$ cat src/verilog/timer_cc_pkg.sv
// Purpose: constants, register indices and field layouts of the capture/compare timer
// Assumes: APB slave with 32-bit data; each register is one word at byte address 4 * index
// Notes: register data sits in bits 7:0, upper bits read as zero
// Contract
// - Counter clock is one of seven prescaled bus rates or the external clock pin.
// - Active edge on a capture channel pin copies the counter into its value pair.
// - Software picks rising, falling or either edge per channel for capture.
// - Capture on a channel with interrupt enable raises an interrupt request.
// - Counter equal to compare value sets, clears or toggles the channel pin.
// - Compare match on a channel with interrupt enable raises an interrupt request.
// - Unbuffered value write takes effect at once, no shadow copy.
// - Writing a value already passed gives no match that overflow period.
// - Compare interrupt flag asserts at the moment of the compare match.
// - Overflow interrupt flag asserts at the end of each counter period.
// - Pair link bit in channel 0 joins channels 0/1, channel 0 pin, values 0 first.
// - Linked 0/1: last written pair takes control at each following overflow.
// - Linked 0/1: channel 0 control governs, channel 1 control and pin unused.
// - Pair link bit in channel 2 joins channels 2/3, channel 2 pin, values 2 first.
// - Linked 2/3: last written pair takes control at each following overflow.
// - Linked 2/3: channel 2 control governs, channel 3 control and pin unused.
// - One 16-bit free or modulo counter; reads never disturb counting.
// - Toggle-on-overflow bit toggles the channel pin at each counter overflow; the code toggles only in compare mode with a pin action.
package timer_cc_pkg;

  localparam int NUM_CHAN = 4;

  // Register indices; byte address is four times the index
  localparam logic [6:0]      IDX_STATUS  = 7'h3f;
  localparam logic [6:0]      IDX_CNT_HI  = 7'h40;
  localparam logic [6:0]      IDX_CNT_LO  = 7'h41;
  localparam logic [6:0]      IDX_MOD_HI  = 7'h42;
  localparam logic [6:0]      IDX_MOD_LO  = 7'h43;
  localparam logic [3:0][6:0] IDX_CH_CTRL = {7'h4d, 7'h4a, 7'h47, 7'h44};
  localparam logic [3:0][6:0] IDX_CH_HI   = {7'h4e, 7'h4b, 7'h48, 7'h45};
  localparam logic [3:0][6:0] IDX_CH_LO   = {7'h4f, 7'h4c, 7'h49, 7'h46};

  // Values after reset
  localparam logic [7:0]  STATUS_RESET = 8'h00;
  localparam logic [7:0]  CTRL_RESET   = 8'h00;
  localparam logic [15:0] MOD_RESET    = 16'hffff;
  localparam logic [15:0] CNT_RESET    = 16'h0000;

  // Clock source select code for the external pin; 0..6 divide by 2**code
  localparam logic [2:0] SRC_EXTERNAL = 3'h7;
  localparam int         PRESCALE_W   = 6;

  // Status and control register layout
  typedef struct packed {
    logic       wrapFlag;
    logic       wrapIrqEnable;
    logic       counterStop;
    logic       counterReset;
    logic       unused;
    logic [2:0] clockSourceSelect;
  } timer_status_t;

  // Channel status and control register layout
  typedef struct packed {
    logic eventFlag;
    logic irqEnable;
    logic modeHigh;
    logic modeLow;
    logic edgeLevelHigh;
    logic edgeLevelLow;
    logic toggleOnWrap;
    logic fullDuty;
  } chan_ctrl_t;

endpackage : timer_cc_pkg

$ cat src/verilog/timer_capture_compare_channels.sv
// Purpose: four-channel capture/compare timer with prescaler and buffered compare pairs
// Assumes: APB slave, no wait state per transfer; pins are asynchronous to clk
// Notes: value registers carry no reset; counter reads are taken live
//
// Implementation choice: the APB slave port.
module timer_capture_compare_channels
  import timer_cc_pkg::*;
#(
  parameter int ADDR_W = 12
) (
  input  wire logic                clk,          // 50 MHz bus clock
  input  wire logic                rst_b,        // Asynchronous reset, active low
  input  wire logic                psel,         // APB select
  input  wire logic                penable,      // APB enable
  input  wire logic                pwrite,       // APB direction, high for write
  input  wire logic [ADDR_W-1:0]   paddr,        // APB byte address
  input  wire logic [31:0]         pwdata,       // APB write data
  output logic      [31:0]         prdata,       // APB read data
  output logic                     pready,       // APB ready
  output logic                     pslverr,      // APB error on unmapped address
  input  wire logic                extClockPin,  // External timer clock pin
  input  wire logic [NUM_CHAN-1:0] chanPinIn,    // Channel pin levels
  output logic      [NUM_CHAN-1:0] chanPinOut,   // Channel pin drive values
  output logic      [NUM_CHAN-1:0] chanPinOe,    // Channel pin output enables
  output logic      [NUM_CHAN-1:0] chanIrq,      // Channel interrupt requests
  output logic                     wrapIrq       // Overflow interrupt request
);

  // Timer state
  timer_status_t          statusReg;
  logic                   wrapArmed;
  logic [15:0]            countReg;
  logic [15:0]            moduloReg;
  logic [PRESCALE_W-1:0]  preCountReg;

  // Sync stages
  logic [2:0]             extSync;
  logic [NUM_CHAN-1:0]    pinSync1;
  logic [NUM_CHAN-1:0]    pinSync2;
  logic [NUM_CHAN-1:0]    pinSync3;

  // Channel state
  chan_ctrl_t             ctrlReg   [NUM_CHAN];
  logic                   flagArmed [NUM_CHAN];
  logic [15:0]            valueReg  [NUM_CHAN];
  logic [NUM_CHAN-1:0]    pinOutReg;
  logic [NUM_CHAN-1:0]    pinOeReg;
  logic [NUM_CHAN-1:0]    irqReg;
  logic                   wrapIrqReg;

  // Bus answer
  logic [31:0]            rdataReg;
  logic                   readyReg;
  logic                   errReg;

  // Decode
  logic [6:0]             regIdx;
  logic                   wrEn;
  logic                   rdEn;
  logic                   hit;
  logic [7:0]             rdByte;
  logic [7:0]             wrByte;
  logic [PRESCALE_W-1:0]  divMask;
  logic                   preTick;
  logic                   countTick;
  logic                   wrap;
  logic                   trstWrite;

  // Output flops
  assign prdata     = rdataReg;
  assign pready     = readyReg;
  assign pslverr    = errReg;
  assign chanPinOut = pinOutReg;
  assign chanPinOe  = pinOeReg;
  assign chanIrq    = irqReg;
  assign wrapIrq    = wrapIrqReg;

  // Bus decode
  // Access cycle only
  assign regIdx    = paddr[8:2];
  assign wrEn      = psel & penable & readyReg & pwrite;
  assign rdEn      = psel & penable & readyReg & ~pwrite;
  assign wrByte    = pwdata[7:0];
  assign trstWrite = wrEn && regIdx == IDX_STATUS && wrByte[4];

  // Two-stage synchronisers for pins
  // Stage 3 is edge-only
  always_ff @(posedge clk or negedge rst_b) begin
    if (!rst_b) begin
      extSync  <= 3'h0;
      pinSync1 <= '0;
      pinSync2 <= '0;
      pinSync3 <= '0;
    end else begin
      extSync  <= {extSync[1:0], extClockPin};
      pinSync1 <= chanPinIn;
      pinSync2 <= pinSync1;
      pinSync3 <= pinSync2;
    end
  end

  // Prescaler and counter clock select
  // Divide by 2**select or pin edge
  assign divMask   = PRESCALE_W'((7'h01 << statusReg.clockSourceSelect) - 7'h01);
  assign preTick   = (preCountReg & divMask) == divMask;
  assign countTick = ~statusReg.counterStop &
                     ((statusReg.clockSourceSelect == SRC_EXTERNAL) ?
                      (extSync[1] & ~extSync[2]) : preTick);
  assign wrap      = countTick && countReg == moduloReg;

  // Prescaler divider
  // Reset write restarts
  always_ff @(posedge clk or negedge rst_b) begin
    if (!rst_b) begin
      preCountReg <= '0;
    end else if (trstWrite) begin
      preCountReg <= '0;
    end else begin
      preCountReg <= preCountReg + PRESCALE_W'(1);
    end
  end

  // Free-running or modulo up-counter
  // Reset write wins
  always_ff @(posedge clk or negedge rst_b) begin
    if (!rst_b) begin
      countReg <= CNT_RESET;
    end else if (trstWrite) begin
      countReg <= CNT_RESET;
    end else if (wrap) begin
      countReg <= CNT_RESET;
    end else if (countTick) begin
      countReg <= countReg + 16'h0001;
    end
  end

  // Modulo register
  // Bytes apply at once
  always_ff @(posedge clk or negedge rst_b) begin
    if (!rst_b) begin
      moduloReg <= MOD_RESET;
    end else if (wrEn && regIdx == IDX_MOD_HI) begin
      moduloReg[15:8] <= wrByte;
    end else if (wrEn && regIdx == IDX_MOD_LO) begin
      moduloReg[7:0] <= wrByte;
    end
  end

  // Timer status and control, overflow flag with read-then-clear
  // Reset bit not stored
  always_ff @(posedge clk or negedge rst_b) begin
    if (!rst_b) begin
      statusReg <= STATUS_RESET;
      wrapArmed <= 1'b0;
    end else begin
      if (wrEn && regIdx == IDX_STATUS) begin
        statusReg.wrapIrqEnable     <= wrByte[6];
        statusReg.counterStop       <= wrByte[5];
        statusReg.clockSourceSelect <= wrByte[2:0];
      end
      if (wrap) begin
        statusReg.wrapFlag <= 1'b1;
      end else if (wrEn && regIdx == IDX_STATUS && !wrByte[7] && wrapArmed) begin
        statusReg.wrapFlag <= 1'b0;
      end
      // Any write disarms
      if (wrEn && regIdx == IDX_STATUS) begin
        wrapArmed <= 1'b0;
      end else if (rdEn && regIdx == IDX_STATUS && statusReg.wrapFlag) begin
        wrapArmed <= 1'b1;
      end
    end
  end

  // Overflow interrupt request
  // Flag and enable
  always_ff @(posedge clk or negedge rst_b) begin
    if (!rst_b) begin
      wrapIrqReg <= 1'b0;
    end else begin
      wrapIrqReg <= statusReg.wrapFlag & statusReg.wrapIrqEnable;
    end
  end

  // Per-channel capture, compare, pin and pairing logic
  // Odd inert when linked
  for (genvar i = 0; i < NUM_CHAN; i++) begin : g_chan
    // Local decode
    logic        slave;
    logic        captureMode;
    logic        compareMode;
    logic [15:0] compareValue;
    logic        match;
    logic        capture;
    logic        driveOn;
    logic        pinWrapped;
    logic        writeHi;
    logic        writeLo;

    if (i % 2 == 1) begin : g_odd
      assign slave        = ctrlReg[i-1].modeHigh;
      assign compareValue = valueReg[i];
    end else begin : g_even
      logic activeOdd;
      logic lastOdd;
      logic partnerWrite;
      assign slave        = 1'b0;
      assign partnerWrite = wrEn && (regIdx == IDX_CH_HI[i+1] || regIdx == IDX_CH_LO[i+1]);

      // Buffered select: even pair first, last written pair at each overflow
      always_ff @(posedge clk or negedge rst_b) begin
        if (!rst_b) begin
          activeOdd <= 1'b0;
          lastOdd   <= 1'b0;
        end else if (!ctrlReg[i].modeHigh) begin
          activeOdd <= 1'b0;
          lastOdd   <= 1'b0;
        end else begin
          if (partnerWrite) begin
            lastOdd <= 1'b1;
          end else if (writeHi || writeLo) begin
            lastOdd <= 1'b0;
          end
          if (wrap) begin
            // Same-edge write wins
            activeOdd <= partnerWrite ? 1'b1 : (writeHi || writeLo) ? 1'b0 : lastOdd;
          end
        end
      end
      // Active pair compared
      assign compareValue = (ctrlReg[i].modeHigh && activeOdd) ? valueReg[i+1] : valueReg[i];
    end

    // Writes and mode
    assign writeHi     = wrEn && regIdx == IDX_CH_HI[i];
    assign writeLo     = wrEn && regIdx == IDX_CH_LO[i];
    assign driveOn     = ctrlReg[i].edgeLevelHigh | ctrlReg[i].edgeLevelLow;
    assign captureMode = ~slave & ~ctrlReg[i].modeHigh & ~ctrlReg[i].modeLow & driveOn;
    assign compareMode = ~slave & (ctrlReg[i].modeHigh | ctrlReg[i].modeLow);
    // Equality only: a value already passed waits for the next period
    // Edges from stages 2 and 3
    assign match       = compareMode && countTick && countReg == compareValue;
    assign capture     = captureMode &
                         ((ctrlReg[i].edgeLevelLow  & pinSync2[i] & ~pinSync3[i]) |
                          (ctrlReg[i].edgeLevelHigh & ~pinSync2[i] & pinSync3[i]));
    // Toggle first
    assign pinWrapped  = (wrap && ctrlReg[i].toggleOnWrap) ? ~pinOutReg[i] : pinOutReg[i];

    // Control register and event flag
    // Write disarms flag
    always_ff @(posedge clk or negedge rst_b) begin
      if (!rst_b) begin
        ctrlReg[i]   <= CTRL_RESET;
        flagArmed[i] <= 1'b0;
      end else begin
        if (wrEn && regIdx == IDX_CH_CTRL[i]) begin
          ctrlReg[i].irqEnable     <= wrByte[6];
          ctrlReg[i].modeHigh      <= (i % 2 == 0) ? wrByte[5] : 1'b0;
          ctrlReg[i].modeLow       <= wrByte[4];
          ctrlReg[i].edgeLevelHigh <= wrByte[3];
          ctrlReg[i].edgeLevelLow  <= wrByte[2];
          ctrlReg[i].toggleOnWrap  <= wrByte[1];
          ctrlReg[i].fullDuty      <= wrByte[0];
        end
        if (match || capture) begin
          ctrlReg[i].eventFlag <= 1'b1;
        end else if (wrEn && regIdx == IDX_CH_CTRL[i] && !wrByte[7] && flagArmed[i]) begin
          ctrlReg[i].eventFlag <= 1'b0;
        end
        if (wrEn && regIdx == IDX_CH_CTRL[i]) begin
          flagArmed[i] <= 1'b0;
        end else if (rdEn && regIdx == IDX_CH_CTRL[i] && ctrlReg[i].eventFlag) begin
          flagArmed[i] <= 1'b1;
        end
      end
    end

    // Value pair: capture wins, writes apply at once
    // Undefined until written
    always_ff @(posedge clk) begin
      if (capture) begin
        valueReg[i] <= countReg;
      end else if (writeHi) begin
        valueReg[i][15:8] <= wrByte;
      end else if (writeLo) begin
        valueReg[i][7:0] <= wrByte;
      end
    end

    // Pin drive: overflow toggle, then compare action
    // Compare with action
    always_ff @(posedge clk or negedge rst_b) begin
      if (!rst_b) begin
        pinOutReg[i] <= 1'b0;
        pinOeReg[i]  <= 1'b0;
      end else begin
        pinOeReg[i] <= compareMode & driveOn;
        if (match && driveOn) begin
          unique case ({ctrlReg[i].edgeLevelHigh, ctrlReg[i].edgeLevelLow})
            2'b01:   pinOutReg[i] <= ~pinWrapped;
            2'b10:   pinOutReg[i] <= 1'b0;
            default: pinOutReg[i] <= 1'b1;
          endcase
        end else if (compareMode && driveOn) begin
          pinOutReg[i] <= pinWrapped;
        end
      end
    end

    // Channel interrupt request
    // Flag and enable
    always_ff @(posedge clk or negedge rst_b) begin
      if (!rst_b) begin
        irqReg[i] <= 1'b0;
      end else begin
        irqReg[i] <= ctrlReg[i].eventFlag & ctrlReg[i].irqEnable;
      end
    end
  end

  // Read data mux and address hit
  // Channels after the case
  always_comb begin
    rdByte = 8'h00;
    hit    = 1'b1;
    unique case (regIdx)
      IDX_STATUS: rdByte = {statusReg[7:5], 5'h00} | {5'h00, statusReg.clockSourceSelect};
      IDX_CNT_HI: rdByte = countReg[15:8];
      IDX_CNT_LO: rdByte = countReg[7:0];
      IDX_MOD_HI: rdByte = moduloReg[15:8];
      IDX_MOD_LO: rdByte = moduloReg[7:0];
      default:    hit    = 1'b0;
    endcase

    // Channel registers
    for (int c = 0; c < NUM_CHAN; c++) begin
      if (regIdx == IDX_CH_CTRL[c]) begin
        rdByte = ctrlReg[c];
        hit    = 1'b1;
      end
      if (regIdx == IDX_CH_HI[c]) begin
        rdByte = valueReg[c][15:8];
        hit    = 1'b1;
      end
      if (regIdx == IDX_CH_LO[c]) begin
        rdByte = valueReg[c][7:0];
        hit    = 1'b1;
      end
    end
    // Misaligned or high miss
    if (paddr[1:0] != 2'h0 || paddr[ADDR_W-1:9] != '0) begin
      hit = 1'b0;
    end
  end

  // APB slave: no wait state, data and error latched in setup
  // Zero outside answer
  always_ff @(posedge clk or negedge rst_b) begin
    if (!rst_b) begin
      rdataReg <= 32'h0000_0000;
      readyReg <= 1'b0;
      errReg   <= 1'b0;
    end else if (psel && !penable) begin
      rdataReg <= (hit && !pwrite) ? {24'h00_0000, rdByte} : 32'h0000_0000;
      readyReg <= 1'b1;
      errReg   <= ~hit;
    end else begin
      rdataReg <= 32'h0000_0000;
      readyReg <= 1'b0;
      errReg   <= 1'b0;
    end
  end

endmodule : timer_capture_compare_channels

$ cat config.mk
export PLATFORM = sky130hd
export DESIGN_NAME = timer_capture_compare_channels
export DESIGN_NICKNAME = d
export VERILOG_FILES = /design/src/verilog/timer_cc_pkg.sv /design/src/verilog/timer_capture_compare_channels.sv
export SDC_FILE = /design/constraint.sdc
export NUM_CORES = 1
export LEC_CHECK = 0
export ABC_AREA = 0
export ABC_CLOCK_PERIOD_IN_PS = 3100
export BUFFER_PORTS_ARGS = -buffer_cell sky130_fd_sc_hd__clkbuf_2
export CAP_MARGIN = 10
export CORE_MARGIN = 2
export CORE_UTILIZATION = 44
export DETAILED_ROUTE_END_ITERATION = 16
export REMOVE_ABC_BUFFERS = 1
export SLEW_MARGIN = 20
export SYNTH_ARGS = -nofsm -noshare
export SYNTH_HDL_FRONTEND = slang
export SYNTH_SLANG_ARGS = --single-unit
export TNS_END_PERCENT = 5
$ cat constraint.sdc
create_clock -name clk -period 3.1 [get_ports clk]
set_input_delay 0.155 -clock clk [delete_from_list [all_inputs] [get_ports clk]]
set_output_delay 0.155 -clock clk [all_outputs]
set_load 0.05 [all_outputs]
# Yosys cells after proc, flatten, opt, wreduce, memory -nomap -nowiden
# Memories as Yosys holds them, arrays and structs flattened.
# Cells that the tools add are included.
[word_totals]
reg_bits = 145
ramBits = 64
in_bits = 54
output_inout_bits = 47
word_cells = 420
mem_count = 1
[mem_list]
columns = ["name", "words", "word_bits", "rd", "rd_ports_with_merged_regs", "wr", "line", "text"]
rows = [
  ["valueReg", 4, 16, 4, 0, 4, "timer_capture_compare_channels.sv:45", "logic [15:0] valueReg [NUM_CHAN];"],
]
[op_classes]
addsub = 3
n_eq_ne = 34
shifts = 1
mux = 128
bitwise = 92
n_reduce_logical = 94
[op_table]
columns = ["op", "count"]
rows = [
  ["8-bit two-way mux", 22],
  ["7-bit equality test, second input constant", 16],
  ["1-bit two-way mux", 95],
  ["16-bit equality test", 5],
  ["16-bit two-way mux", 5],
  ["1-bit logical AND", 63],
  ["1-bit bitwise AND", 45],
  ["8-bit one-hot mux with 5 select lines", 1],
  ["2-bit nonzero test", 15],
  ["1-bit NOT", 27],
  ["1-bit bitwise OR", 18],
  ["16-bit by 1-bit adder with 16-bit output, second input constant", 1],
  ["1-bit logical OR", 9],
  ["2-bit by 1-bit equality test with 1-bit output, second input constant", 4],
  ["2-bit equality test, second input constant", 4],
  ["8-bit by 3-bit bitwise OR with 8-bit output", 1],
  ["1-bit one-hot mux with 2 select lines", 4],
  ["7-bit by 6-bit equality test with 1-bit output, second input constant", 1],
  ["6-bit by 1-bit adder with 6-bit output, second input constant", 1],
  ["6-bit bitwise AND", 1],
  ["6-bit equality test", 1],
  ["6-bit two-way mux", 1],
  ["3-bit nonzero test", 2],
  ["1-bit by 3-bit << shifter with 6-bit output, first input constant", 1],
  ["6 further kinds", 9],
]

# Logic depth before layout (Yosys ltp)
# Gate-level depths: netlist of the first run.
[depth]
depth_word = 19
depth_mapped = 10
ltp_nobuf = 7

# Least setup slack after synthesis of the first run
# No wires, ideal clock.
[synth_path]
path_kind = "flip-flop to flip-flop"
startpoint = "register readyReg, in the netlist pready"
endpoint = "memory valueReg[1][0] (data pin)"
setup_ps = 260
arrival_ps = 2177
t_required_ps = 2840
slack_ps = 664
stages_incl_launch_ff = 5
path_buffers = 1
period_less_slack_ps = 2436
cell_sequence = "dfrtp_1 > nand4_1 > buf_1 > nor4_2 > mux2_2"
[synth_lines]
columns = ["item", "line", "text"]
rows = [
  ["start, declared", "timer_capture_compare_channels.sv:53", "logic readyReg;"],
  ["start signal, assigned", "timer_capture_compare_channels.sv:361", "readyReg <= 1'b0;"],
  ["start signal, assigned", "timer_capture_compare_channels.sv:365", "readyReg <= 1'b1;"],
  ["start signal, assigned", "timer_capture_compare_channels.sv:369", "readyReg <= 1'b0;"],
  ["end, declared", "timer_capture_compare_channels.sv:45", ""],
]

# Worst setup path after layout of the first run
[layout_path]
startpoint = "register countReg[12]"
endpoint = "register pinOutReg[2], in the netlist chanPinOut[2]"
[layout_between]
elab_chain_cells = 7
elab_cells_between_ends = 12
classes_between = "eq/ne (2); mux (4); bitwise (1); reduce/logical (5)"
[layout_lines]
columns = ["item", "line", "text"]
rows = [
  ["start, declared", "timer_capture_compare_channels.sv:32", "logic [15:0] countReg;"],
  ["start signal, assigned", "timer_capture_compare_channels.sv:133", "countReg <= countReg + 16'h0001;"],
  ["16-bit equality test", "timer_capture_compare_channels.sv:109", "assign wrap = countTick && countReg == moduloReg;"],
  ["1-bit logical AND", "timer_capture_compare_channels.sv:109", ""],
  ["1-bit logical AND", "timer_capture_compare_channels.sv:247", "assign pinWrapped = (wrap && ctrlReg[i].toggleOnWrap) ? ~pinOutReg[i] : pinOutReg[i];"],
  ["1-bit two-way mux", "timer_capture_compare_channels.sv:247", ""],
  ["1-bit NOT", "timer_capture_compare_channels.sv:300", "2'b01: pinOutReg[i] <= ~pinWrapped;"],
  ["1-bit one-hot mux with 2 select lines", "timer_capture_compare_channels.sv:299", "unique case ({ctrlReg[i].edgeLevelHigh, ctrlReg[i].edgeLevelLow})"],
  ["1-bit two-way mux", "timer_capture_compare_channels.sv:298", "if (match && driveOn) begin"],
  ["end signal, assigned by index", "timer_capture_compare_channels.sv:300", ""],
  ["end signal, assigned by index", "timer_capture_compare_channels.sv:305", "pinOutReg[i] <= pinWrapped;"],
  ["end, declared", "timer_capture_compare_channels.sv:46", "logic [NUM_CHAN-1:0] pinOutReg;"],
]
# Parallel ways exist; a longest one is shown, timed or not. The select of a mux whose other input is x is not followed.
# A chain may end at the register's enable or synchronous reset.

==> impl_metrics.tcl, run 1 <==
set metrics [dict create \
    synthXorXnorAreaFrac 0.0591 \
    hold_slack_ns 0.0141 \
    grt_pass1_vias 8207 \
    portBuffers 52 \
    drv_cap 0 \
    cp.required_ns 3.45 \
    via_per_inst 6.05 \
    drt_iter0_markers 975 \
    period_minus_slack_ns 2.79 \
    grt_first_pass_wirelength_mm 54.2 \
    grt_use_total 0.285 \
    slew_headroom 0.417 \
    wl_per_cell_um 25.1 \
    max_slew.worst_pin.slew_ns 0.875 \
    place_hpwl_mm 26.4 \
    hold_viol 0 \
    rows 57 \
    drc 0 \
    ys_top_cells_by_area "dfrtp_1, edfxtp_1, mux2_2" \
    p_sw_mw 1.64 \
    nets 1168 \
    drtAntennaViolNets 0 \
    synth_edf_count 64 \
    postCtsSetupBuffers 0 \
    num_vias 8766 \
    ys.flop_type "dfrtp_1" \
    netlist_area_um2 10800 \
    synth_warnings 0 \
    end_kind "register" \
    fin_tns_setup_ns 0 \
    internal-power_mw 4.25 \
    top_usage_layer "met2" \
    yosysTopAreaCellShare 0.243 \
    synth_common_cells "dfrtp_1, mux2_2, nand2_1" \
    cp-start-kind "register" \
    skew_ns 0.00862 \
    max-clock-path-buffers 2 \
    yosys.area.top_type "dfrtp_1" \
    cts-root-buf "clkbuf_16" \
    cts.clk_slew.worst_paths_ns 0.07 \
    ys_types 77 \
    p_comb_frac 0.139 \
    seqPwrFrac 0.463 \
    design_area_um2 12300 \
    drive_gt1_frac 0.243 \
    die_area_um2 25900 \
    cts_tree "yes" \
    synth_mux_area_frac 0.141 \
    dpl_cell_area_um2 11600 \
    setup_viol 0 \
    fmax_ghz 0.358 \
    reg2reg_from "countReg[12]" \
    clock_sinks 185 \
    met1_usage 0.411 \
    die_w_um 161 \
    report.final.slew_viol_count 0 \
    power.share.switching 0.278 \
    syn2layout_area_growth_pct 13.6 \
    arrival_ns 3.14 \
    synthCells 1039 \
    power_mw 5.88 \
    yosysMostFrequentCell "dfrtp_1" \
    gp_congestion 0.988 \
    ys_seq_elements 185 \
    antenna_found_initial 1 \
    die_y_um 161 \
    period_share 0.901 \
    hold_depth 2 \
    reg2reg_depth 7 \
    p_per_area_nw_per_um2 479 \
    cts_made_buffers 17 \
    leakagePower_nw 4.95 \
    design.core.area_um2 24200 \
    worstHoldPathType "in2reg" \
    clk_latency_ns 0.44 \
    dr.pass1.iters 6 \
    hold_end "pready" \
    yosys.area_share.simple 0.163 \
    r2r_end "chanPinOut[2]" \
    synth_adder_area_share 0.00231 \
    ys_seq_area_frac 0.459 \
    rsz0062_at_grt "no" \
    synth_top_family_by_area "simple AND/OR/NAND/NOR gates" \
    grt_use_met2 0.435 \
    drt-total-wl_mm 36.3 \
    grt-ovfl-total 0 \
    synthArstFlopShare 0.654 \
    syn_avg_cell_area_um2 10.4 \
    use_met3 0.0548 \
    status "finished clean" \
    min-delay-start "psel" \
    grt_start_max_net_pins 64 \
    clockPowerShare 0.398 \
    initial_core_util 0.446 \
    cts.htree.levels 4 \
    critical_path_class "reg2reg" \
    crit_fanout 10 \
    synth-compound-area-share 0.127 \
    diodes 0 \
    nFillCells 2229 \
    ir_drop_v 0.000349 \
    ios 101 \
    ff2ff_setup_slack_ns 0.31 \
]
==> placed cells by master, fill, tap and decap left out, drive strengths merged, types with 18 or more instances in the layout <==
master	n
xnor2	54
nor2	68
mux2	97
nand3	30
inv	27
nand2	92
conb	24
dfrtp	105
a21oi	29
xor2	19
nor2b	28
mux2i	28
o21ai	58
nor3	18
clkbuf	73
buf	56
edfxtp	64
==> sequential cells by signal, summed over array words and instances (netlist names) <==
signal and count:
valueReg 64, pready 1, wrapArmed 1, chanIrq 4, chanPinOut 4, pslverr 1, g_chan.g_even.lastOdd 2, extSync 3
countReg 16, statusReg 6, flagArmed 4, pinSync2 4, chanPinOe 4, prdata 8, pinSync3 4, pinSync1 4
g_chan.g_even.activeOdd 2, wrapIrq 1, moduloReg 16, ctrlReg 28, preCountReg 6, g_chan.slave 2
==> cell type report <==
type | instances | area (um2) | share of cell area
clock buffer | 22 | 507 | 0.0412
clock inverter | 10 | 125 | 0.0102
inverter | 24 | 90.1 | 0.00733
multi-input combinational | 770 | 5430 | 0.441
sequential | 185 | 4970 | 0.404
tap | 324 | 405 | 0.0330
timing repair buffer | 114 | 771 | 0.0627
==> metrics by stage <==
stage / setup slack, ns / util / cells
2_1_floorplan: 0.141 / - / 979
3_3_place_gp: 0.405 / 0.478 / 1410
3_5_place_dp: 0.339 / 0.478 / 1410
4_1_cts: 0.313 / 0.507 / 1449
5_1_grt: 0.161 / 0.507 / 1449
6_report: 0.305 / 0.507 / 1449
==> cell families after synthesis <==
group,count (synthesis)
AND/OR/NAND/NOR,332
AO/OA/AOI/OAI,207
flip-flops,185
multiplexers,132
buffers and inverters,107
XOR/XNOR,73
adder cells (fa/ha/maj),2
other,1
==> worst max path at each step <==
| stage | from | endpoint | slack (ns) | depth (start not counted) |
|---|---|---|---|---|
| 2_1_floorplan | statusReg[0] | countReg[13] | 0.14 | 7 |
| 3_5_place_dp | countReg[12] | chanPinOut[2] | 0.34 | 7 |
| 4_1_cts | countReg[12] | chanPinOut[2] | 0.31 | 7 |
| 6_report | countReg[12] | chanPinOut[2] | 0.31 | 7 |
| 5_1_grt | countReg[12] | chanPinOut[2] | 0.16 | 7 |
| 3_3_place_gp | countReg[12] | chanPinOut[2] | 0.40 | 7 |
==> timing repair <==
action | 4_1_cts | 5_1_grt
resized for setup | 0 | 0
hold buffers | 7 | 0
endpoints found under the hold margin | 52 | 0
setup endpoints to repair | 0 | 0
==> power by group through the flow <==
| stage | clock [mW] | combinational, mW | sequential [mW] |
|---|---|---|---|
| after CTS | 2.37 | 0.817 | 2.72 |
| final | 2.34 | 0.820 | 2.72 |
| after detailed placement | 0 | 0.808 | 2.77 |
| after global routing | 2.48 | 0.878 | 2.73 |
| after global placement | 0 | 0.796 | 2.77 |
| after floorplan | 0 | 0.416 | 2.76 |
==> per-layer routing <==
metal / vias to the layer above / part of all wire / routed length (um)
li1: 3920 / - / -
met1: 4358 / 0.44 / 16000
met2: 433 / 0.45 / 16300
met3: 55 / 0.084 / 3070
met4: 0 / 0.026 / 955
met5: - / 0 / 0
==> worst max-delay path, stage by stage (launching register included) <==
cell	delay [ns]
dfrtp_1	0.68
xnor2_1	0.18
nand4_1	0.12
or4_1	0.42
a2111oi_0	0.48
nand4_1	0.38
mux2i_1	0.21
a211oi_1	0.22
(Power assumes the default switching activity.)
==> run 2, diff against run 1 <==
--- a/config.mk
+++ b/config.mk
@@ -7,7 +7,7 @@
 export LEC_CHECK = 0
 export ABC_AREA = 0
 export ABC_CLOCK_PERIOD_IN_PS = 3100
-export BUFFER_PORTS_ARGS = -buffer_cell sky130_fd_sc_hd__clkbuf_2
+export BUFFER_PORTS_ARGS = -buffer_cell sky130_fd_sc_hd__buf_2
 export CAP_MARGIN = 10
 export CORE_MARGIN = 2
 export CORE_UTILIZATION = 44
==> run 2 against run 1 <==
Effect of this change:
- fmax is 0.62% higher
- final area hardly changed
- via count is 1.3% higher
- non-clock buffer count is 4 higher
==> impl_metrics.tcl, run 2 (synthesis gave the netlist of run 1 again) <==
set metrics [dict create \
    drive_gt1_frac 0.245 \
    met1_usage 0.389 \
    postCtsSetupBuffers 0 \
    cts_made_buffers 17 \
    grt_start_max_net_pins 72 \
    max_stage_delay_ns 0.68 \
    grt_use_met2 0.431 \
    initial_core_util 0.446 \
    grt_first_pass_wirelength_mm 53.6 \
    dp_slack_ns 0.409 \
    drv_cap 0 \
    cp-startpoint "countReg[12]" \
    grt-ovfl-total 0 \
    p_sw_mw 1.63 \
    ir_drop_v 0.000356 \
    worstHoldPathType "in2reg" \
    multi_input_area_um2 5430 \
    die_y_um 161 \
    reg2reg_from "countReg[12]" \
    report.final.slew_viol_count 0 \
    grt_use_total 0.281 \
    cts.htree.levels 4 \
    p_comb_frac 0.144 \
    layout.cells.most_common_list "dfrtp_1, mux2_2, nand2_1" \
    register_area_um2 4970 \
    drc 0 \
    dr.pass1.iters 5 \
    num_vias 8882 \
    drtAntennaViolNets 0 \
    largest-register "valueReg" \
    nFillCells 2205 \
    drt_iter0_markers 962 \
    max_slew.worst_pin.slew_ns 0.837 \
    setup_ws_ns 0.323 \
    leakagePower_nw 4.97 \
    fin_tns_setup_ns 0 \
    critPathSlowestCell "dfrtp_1" \
    internal-power_mw 4.21 \
    max-clock-path-buffers 2 \
    rsz0062_at_grt "no" \
    cp_cell_sequence "xnor2_1 > nand4_1 > or4_1 > a2111oi_0 > nand4_1 > mux2i_1 > a211oi_1" \
    hold_viol 0 \
    drt-total-wl_mm 36.1 \
    wl_per_cell_um 24.8 \
    clock_sinks 185 \
    nets 1172 \
    top_usage_layer "met2" \
    syn2layout_area_growth_pct 13.5 \
    p_per_area_nw_per_um2 475 \
    cts_resized 0 \
    hold_slack_ns 0.0186 \
    path_delay_family "simple AND/OR/NAND/NOR gates" \
    antenna_found_initial 0 \
    end_kind "register" \
    skew_ns 0.0196 \
    cp-start-kind "register" \
    cts.clk_slew.worst_paths_ns 0.07 \
    layout_commonest_cell "dfrtp_1" \
    status "finished clean" \
    die_w_um 161 \
    setup_viol 0 \
    fmax_ghz 0.360 \
    min-delay-start "psel" \
    clk_latency_ns 0.45 \
    design.core.area_um2 24200 \
    arrival_ns 3.13 \
    cts_tree "yes" \
    slew_headroom 0.439 \
    largest_reg_flops 64 \
    die_area_um2 25900 \
    clockPowerShare 0.391 \
    portBuffers 52 \
    ff2ff_setup_slack_ns 0.32 \
    period_share 0.896 \
    ios 101 \
    gp_congestion 1.01 \
    rows 57 \
    critical_path_class "reg2reg" \
    grt_pass1_vias 8416 \
    via_per_inst 6.11 \
    power.share.switching 0.279 \
    place_hpwl_mm 26.1 \
    period_minus_slack_ns 2.78 \
    crit_path_frequent_cell "nand4_1" \
    top_regs "valueReg (64), ctrlReg (28)" \
    crit_buf_inv 0 \
    use_met3 0.0558 \
    crit_fanout 10 \
    seqPwrFrac 0.465 \
    cts-root-buf "clkbuf_16" \
    diodes 0 \
    cp.required_ns 3.46 \
]
==> run 2: layout make-up <==
cell class | instances | area share
Multi-Input combinational cell | 770 | 0.442
Clock buffer | 19 | 0.0360
Tap cell | 324 | 0.0330
Sequential cell | 185 | 0.404
Inverter | 24 | 0.00733
Clock inverter | 13 | 0.0133
Timing Repair Buffer | 118 | 0.0641
==> run 2: timing repair <==
action	CTS	global route
hold endpoints to repair	40	0
hold buffers	7	0
setup endpoints to repair	0	0
==> run 2: power groups by stage <==
stage | clock network [mW] | registers (mW) | logic [mW]
after global placement | 0 | 2.76 | 0.812
after floorplan | 0 | 2.76 | 0.416
after global routing | 2.42 | 2.72 | 0.895
final | 2.28 | 2.72 | 0.843
after detailed placement | 0 | 2.76 | 0.823
after CTS | 2.31 | 2.71 | 0.834
==> run 2: routing by layer <==
metal	wire [um]	share of wire	up-vias
met3	3030	0.084	85
met4	1450	0.040	0
met2	16300	0.45	469
met1	15300	0.42	4397
met5	0	0	-
li1	-	-	3931
==> run 2: through the flow <==
step           instance area (um2)  power, mW   util  std cells
3_5_place_dp                 11600       3.59  0.479       1414
5_1_grt                      12300       6.04  0.507       1453
4_1_cts                      12300       5.86  0.507       1453
2_1_floorplan                10500       3.18      -        979
6_report                     12300       5.84  0.507       1453
3_3_place_gp                 11600       3.57  0.479       1414
==> run 2: path summary, 6_finish.rpt <==
kind | endpoint | cells after the start
worst max-delay path | chanPinOut[2] | 7
worst min-delay path | pready | 2
worst max register to register | chanPinOut[2] | 7
worst min register to register | pinSync2[3] | 0
max in group asynchronous | prdata[3] | 3
min in group asynchronous | ctrlReg[24] | 2
==> run 2: worst reg2reg max path: stages (launching register included) <==
cell and delay, ns:
dfrtp_1 0.68, xnor2_1 0.19, nand4_1 0.15, or4_1 0.43, a2111oi_0 0.44, nand4_1 0.37
mux2i_1 0.21, a211oi_1 0.22
==> run 3, diff against run 2 <==
--- a/config.mk
+++ b/config.mk
@@ -6,7 +6,7 @@
 export NUM_CORES = 1
 export LEC_CHECK = 0
 export ABC_AREA = 0
-export ABC_CLOCK_PERIOD_IN_PS = 3100
+export ABC_CLOCK_PERIOD_IN_PS = 2680
 export BUFFER_PORTS_ARGS = -buffer_cell sky130_fd_sc_hd__buf_2
 export CAP_MARGIN = 10
 export CORE_MARGIN = 2
==> constraint.sdc (replaced) <==
create_clock -name clk -period 2.68 [get_ports clk]
set_input_delay 0.134 -clock clk [delete_from_list [all_inputs] [get_ports clk]]
set_output_delay 0.134 -clock clk [all_outputs]
set_load 0.05 [all_outputs]
==> run 3 against run 2 <==
Effect of this change:
- power increased by 14%
- sequential cell count unchanged
- global-route usage increased by 1.1 points
- highest routed layer unchanged
- non-clock buffer count increased by 27
- register-to-register slack got worse by 0.17 ns
==> impl_metrics.tcl, run 3 (synthesis gave the netlist of run 1 again) <==
set metrics [dict create \
    critical_path_class "reg2reg" \
    reg2reg_from "countReg[10]" \
    r2r_end "chanPinOut[2]" \
    nFillCells 2228 \
    drt-total-wl_mm 37.3 \
    max-clock-path-buffers 2 \
    largest_reg_flops 64 \
    hold_depth 3 \
    setup_viol 0 \
    cts_made_buffers 17 \
    rows 57 \
    slew_headroom 0.531 \
    max_stage_delay_ns 0.47 \
    period_share 0.943 \
    cp-start-kind "register" \
    max_slew.worst_pin.slew_ns 0.703 \
    drt_iter0_markers 1049 \
    die_area_um2 25900 \
    hold_end "pslverr" \
    cp.required_ns 3.03 \
    cts.clk_slew.worst_paths_ns 0.07 \
    clock_sinks 185 \
    top_regs "valueReg (64), ctrlReg (28)" \
    postCtsSetupBuffers 0 \
    initial_core_util 0.446 \
    grt_first_pass_wirelength_mm 55.7 \
    largest-register "valueReg" \
    use_met3 0.0566 \
    fmax_ghz 0.396 \
    path_delay_family "simple AND/OR/NAND/NOR gates" \
    crit_buf_inv 0 \
    num_vias 8959 \
    antenna_found_initial 0 \
    cts-root-buf "clkbuf_16" \
    drc 0 \
    skew_ns 0.00999 \
    grt_use_met2 0.444 \
    layout.cells.most_common_list "dfrtp_1, mux2_2, nand2_1" \
    drtAntennaViolNets 0 \
    ios 101 \
    cts.htree.levels 4 \
    report.final.slew_viol_count 0 \
    top_usage_layer "met2" \
    grt_pass1_vias 8596 \
    nets 1199 \
    period_minus_slack_ns 2.53 \
    leakagePower_nw 5.08 \
    hold_viol 0 \
    die_y_um 161 \
    min-delay-start "paddr[11]" \
    diodes 0 \
    met1_usage 0.418 \
    design.core.area_um2 24200 \
    clk_latency_ns 0.44 \
    grt_use_total 0.293 \
    status "finished clean" \
    p_per_area_nw_per_um2 535 \
    wl_per_cell_um 25.2 \
    drive_gt1_frac 0.262 \
    reg2reg_depth 7 \
    crit_path_frequent_cell "nand4_1" \
    syn2layout_area_growth_pct 15.3 \
    hold_slack_ns 0.0268 \
    die_w_um 161 \
    dr.pass1.iters 5 \
    worstHoldPathType "in2reg" \
    rsz0062_at_grt "no" \
    portBuffers 52 \
    end_kind "register" \
    drv_cap 0 \
    power_mw 6.68 \
    cts_tree "yes" \
    place_hpwl_mm 27.2 \
    ff2ff_setup_slack_ns 0.15 \
    ir_drop_v 0.000355 \
    grt_start_max_net_pins 60 \
    critPathSlowestCell "dfrtp_1" \
    grt-ovfl-total 0 \
    crit_fanout 5 \
    cp_cell_sequence "xnor2_1 > nand4_1 > or4_1 > a2111oi_0 > nand4_1 > mux2i_1 > a211oi_1" \
    arrival_ns 2.88 \
    gp_congestion 0.947 \
    layout_commonest_cell "dfrtp_1" \
    via_per_inst 6.05 \
]
==> run 3: cell types whose count changed in the layout (fill, tap and decap cells not counted), moves of 2 or more <==
cell / change
clkinvlp_4: +3
buf_4: +24
buf_12: +2
inv_4: -2
clkinv_2: -2
inv_8: +2
bufinv_16: -2
==> run 3: tightest hold or removal path, delay by kind of cell <==
| family | cells | cell delay [ns] |
|---|---|---|
| buffers and inverters | 1 | 0.07 |
| AND/OR/NAND/NOR | 2 | 0.22 |
==> run 3: repair_timing <==
item,in CTS,in global routing
gates resized for setup,0,1
setup endpoints to repair,0,1
hold buffers,8,0
hold endpoints to repair,36,0
==> run 3: layout make-up <==
type / count / area, um2 / share of cell area
inverter: 24 / 90.1 / 0.00722
multi-input combinational: 770 / 5430 / 0.435
tap: 324 / 405 / 0.0325
sequential: 185 / 4970 / 0.398
clock inverter: 13 / 135 / 0.0108
timing repair buffer: 145 / 1020 / 0.0816
clock buffer: 19 / 433 / 0.0347
==> run 3: metrics by stage <==
| stage | cells | TNS, ns | util | area, um2 | worst slack, ns |
|---|---|---|---|---|---|
| after detailed placement | 1440 | 0 | 0.488 | 11800 | 0.212 |
| final | 1480 | 0 | 0.515 | 12500 | 0.153 |
| after global placement | 1440 | 0 | 0.488 | 11800 | 0.205 |
| after floorplan | 979 | -0.703 | - | 10500 | -0.279 |
| after CTS | 1480 | 0 | 0.515 | 12500 | 0.184 |
| after global routing | 1480 | 0 | 0.515 | 12500 | 0.0291 |
==> run 3: worst max-delay path by stage <==
stage,start,cells past startpoint,slack [ns],to
5_1_grt,valueReg[3][4],7,0.03,chanPinOut[2]
2_1_floorplan,statusReg[0],7,-0.28,countReg[13]
4_1_cts,countReg[10],7,0.18,chanPinOut[2]
3_3_place_gp,countReg[10],7,0.21,chanPinOut[2]
3_5_place_dp,countReg[10],7,0.21,chanPinOut[2]
6_report,countReg[10],7,0.15,chanPinOut[2]
==> run 3: where the power goes <==
group	total, mW	internal, mW	switching [mW]
combinational	1.04	0.389	0.656
clock	2.50	1.31	1.20
sequential	3.13	3.02	0.112
total	6.68	4.72	1.96
==> run 3: routing by layer <==
layer | vias up | share of wire
li1 | 3982 | -
met1 | 4434 | 0.44
met2 | 469 | 0.44
met3 | 74 | 0.081
met4 | 0 | 0.034
met5 | - | 0
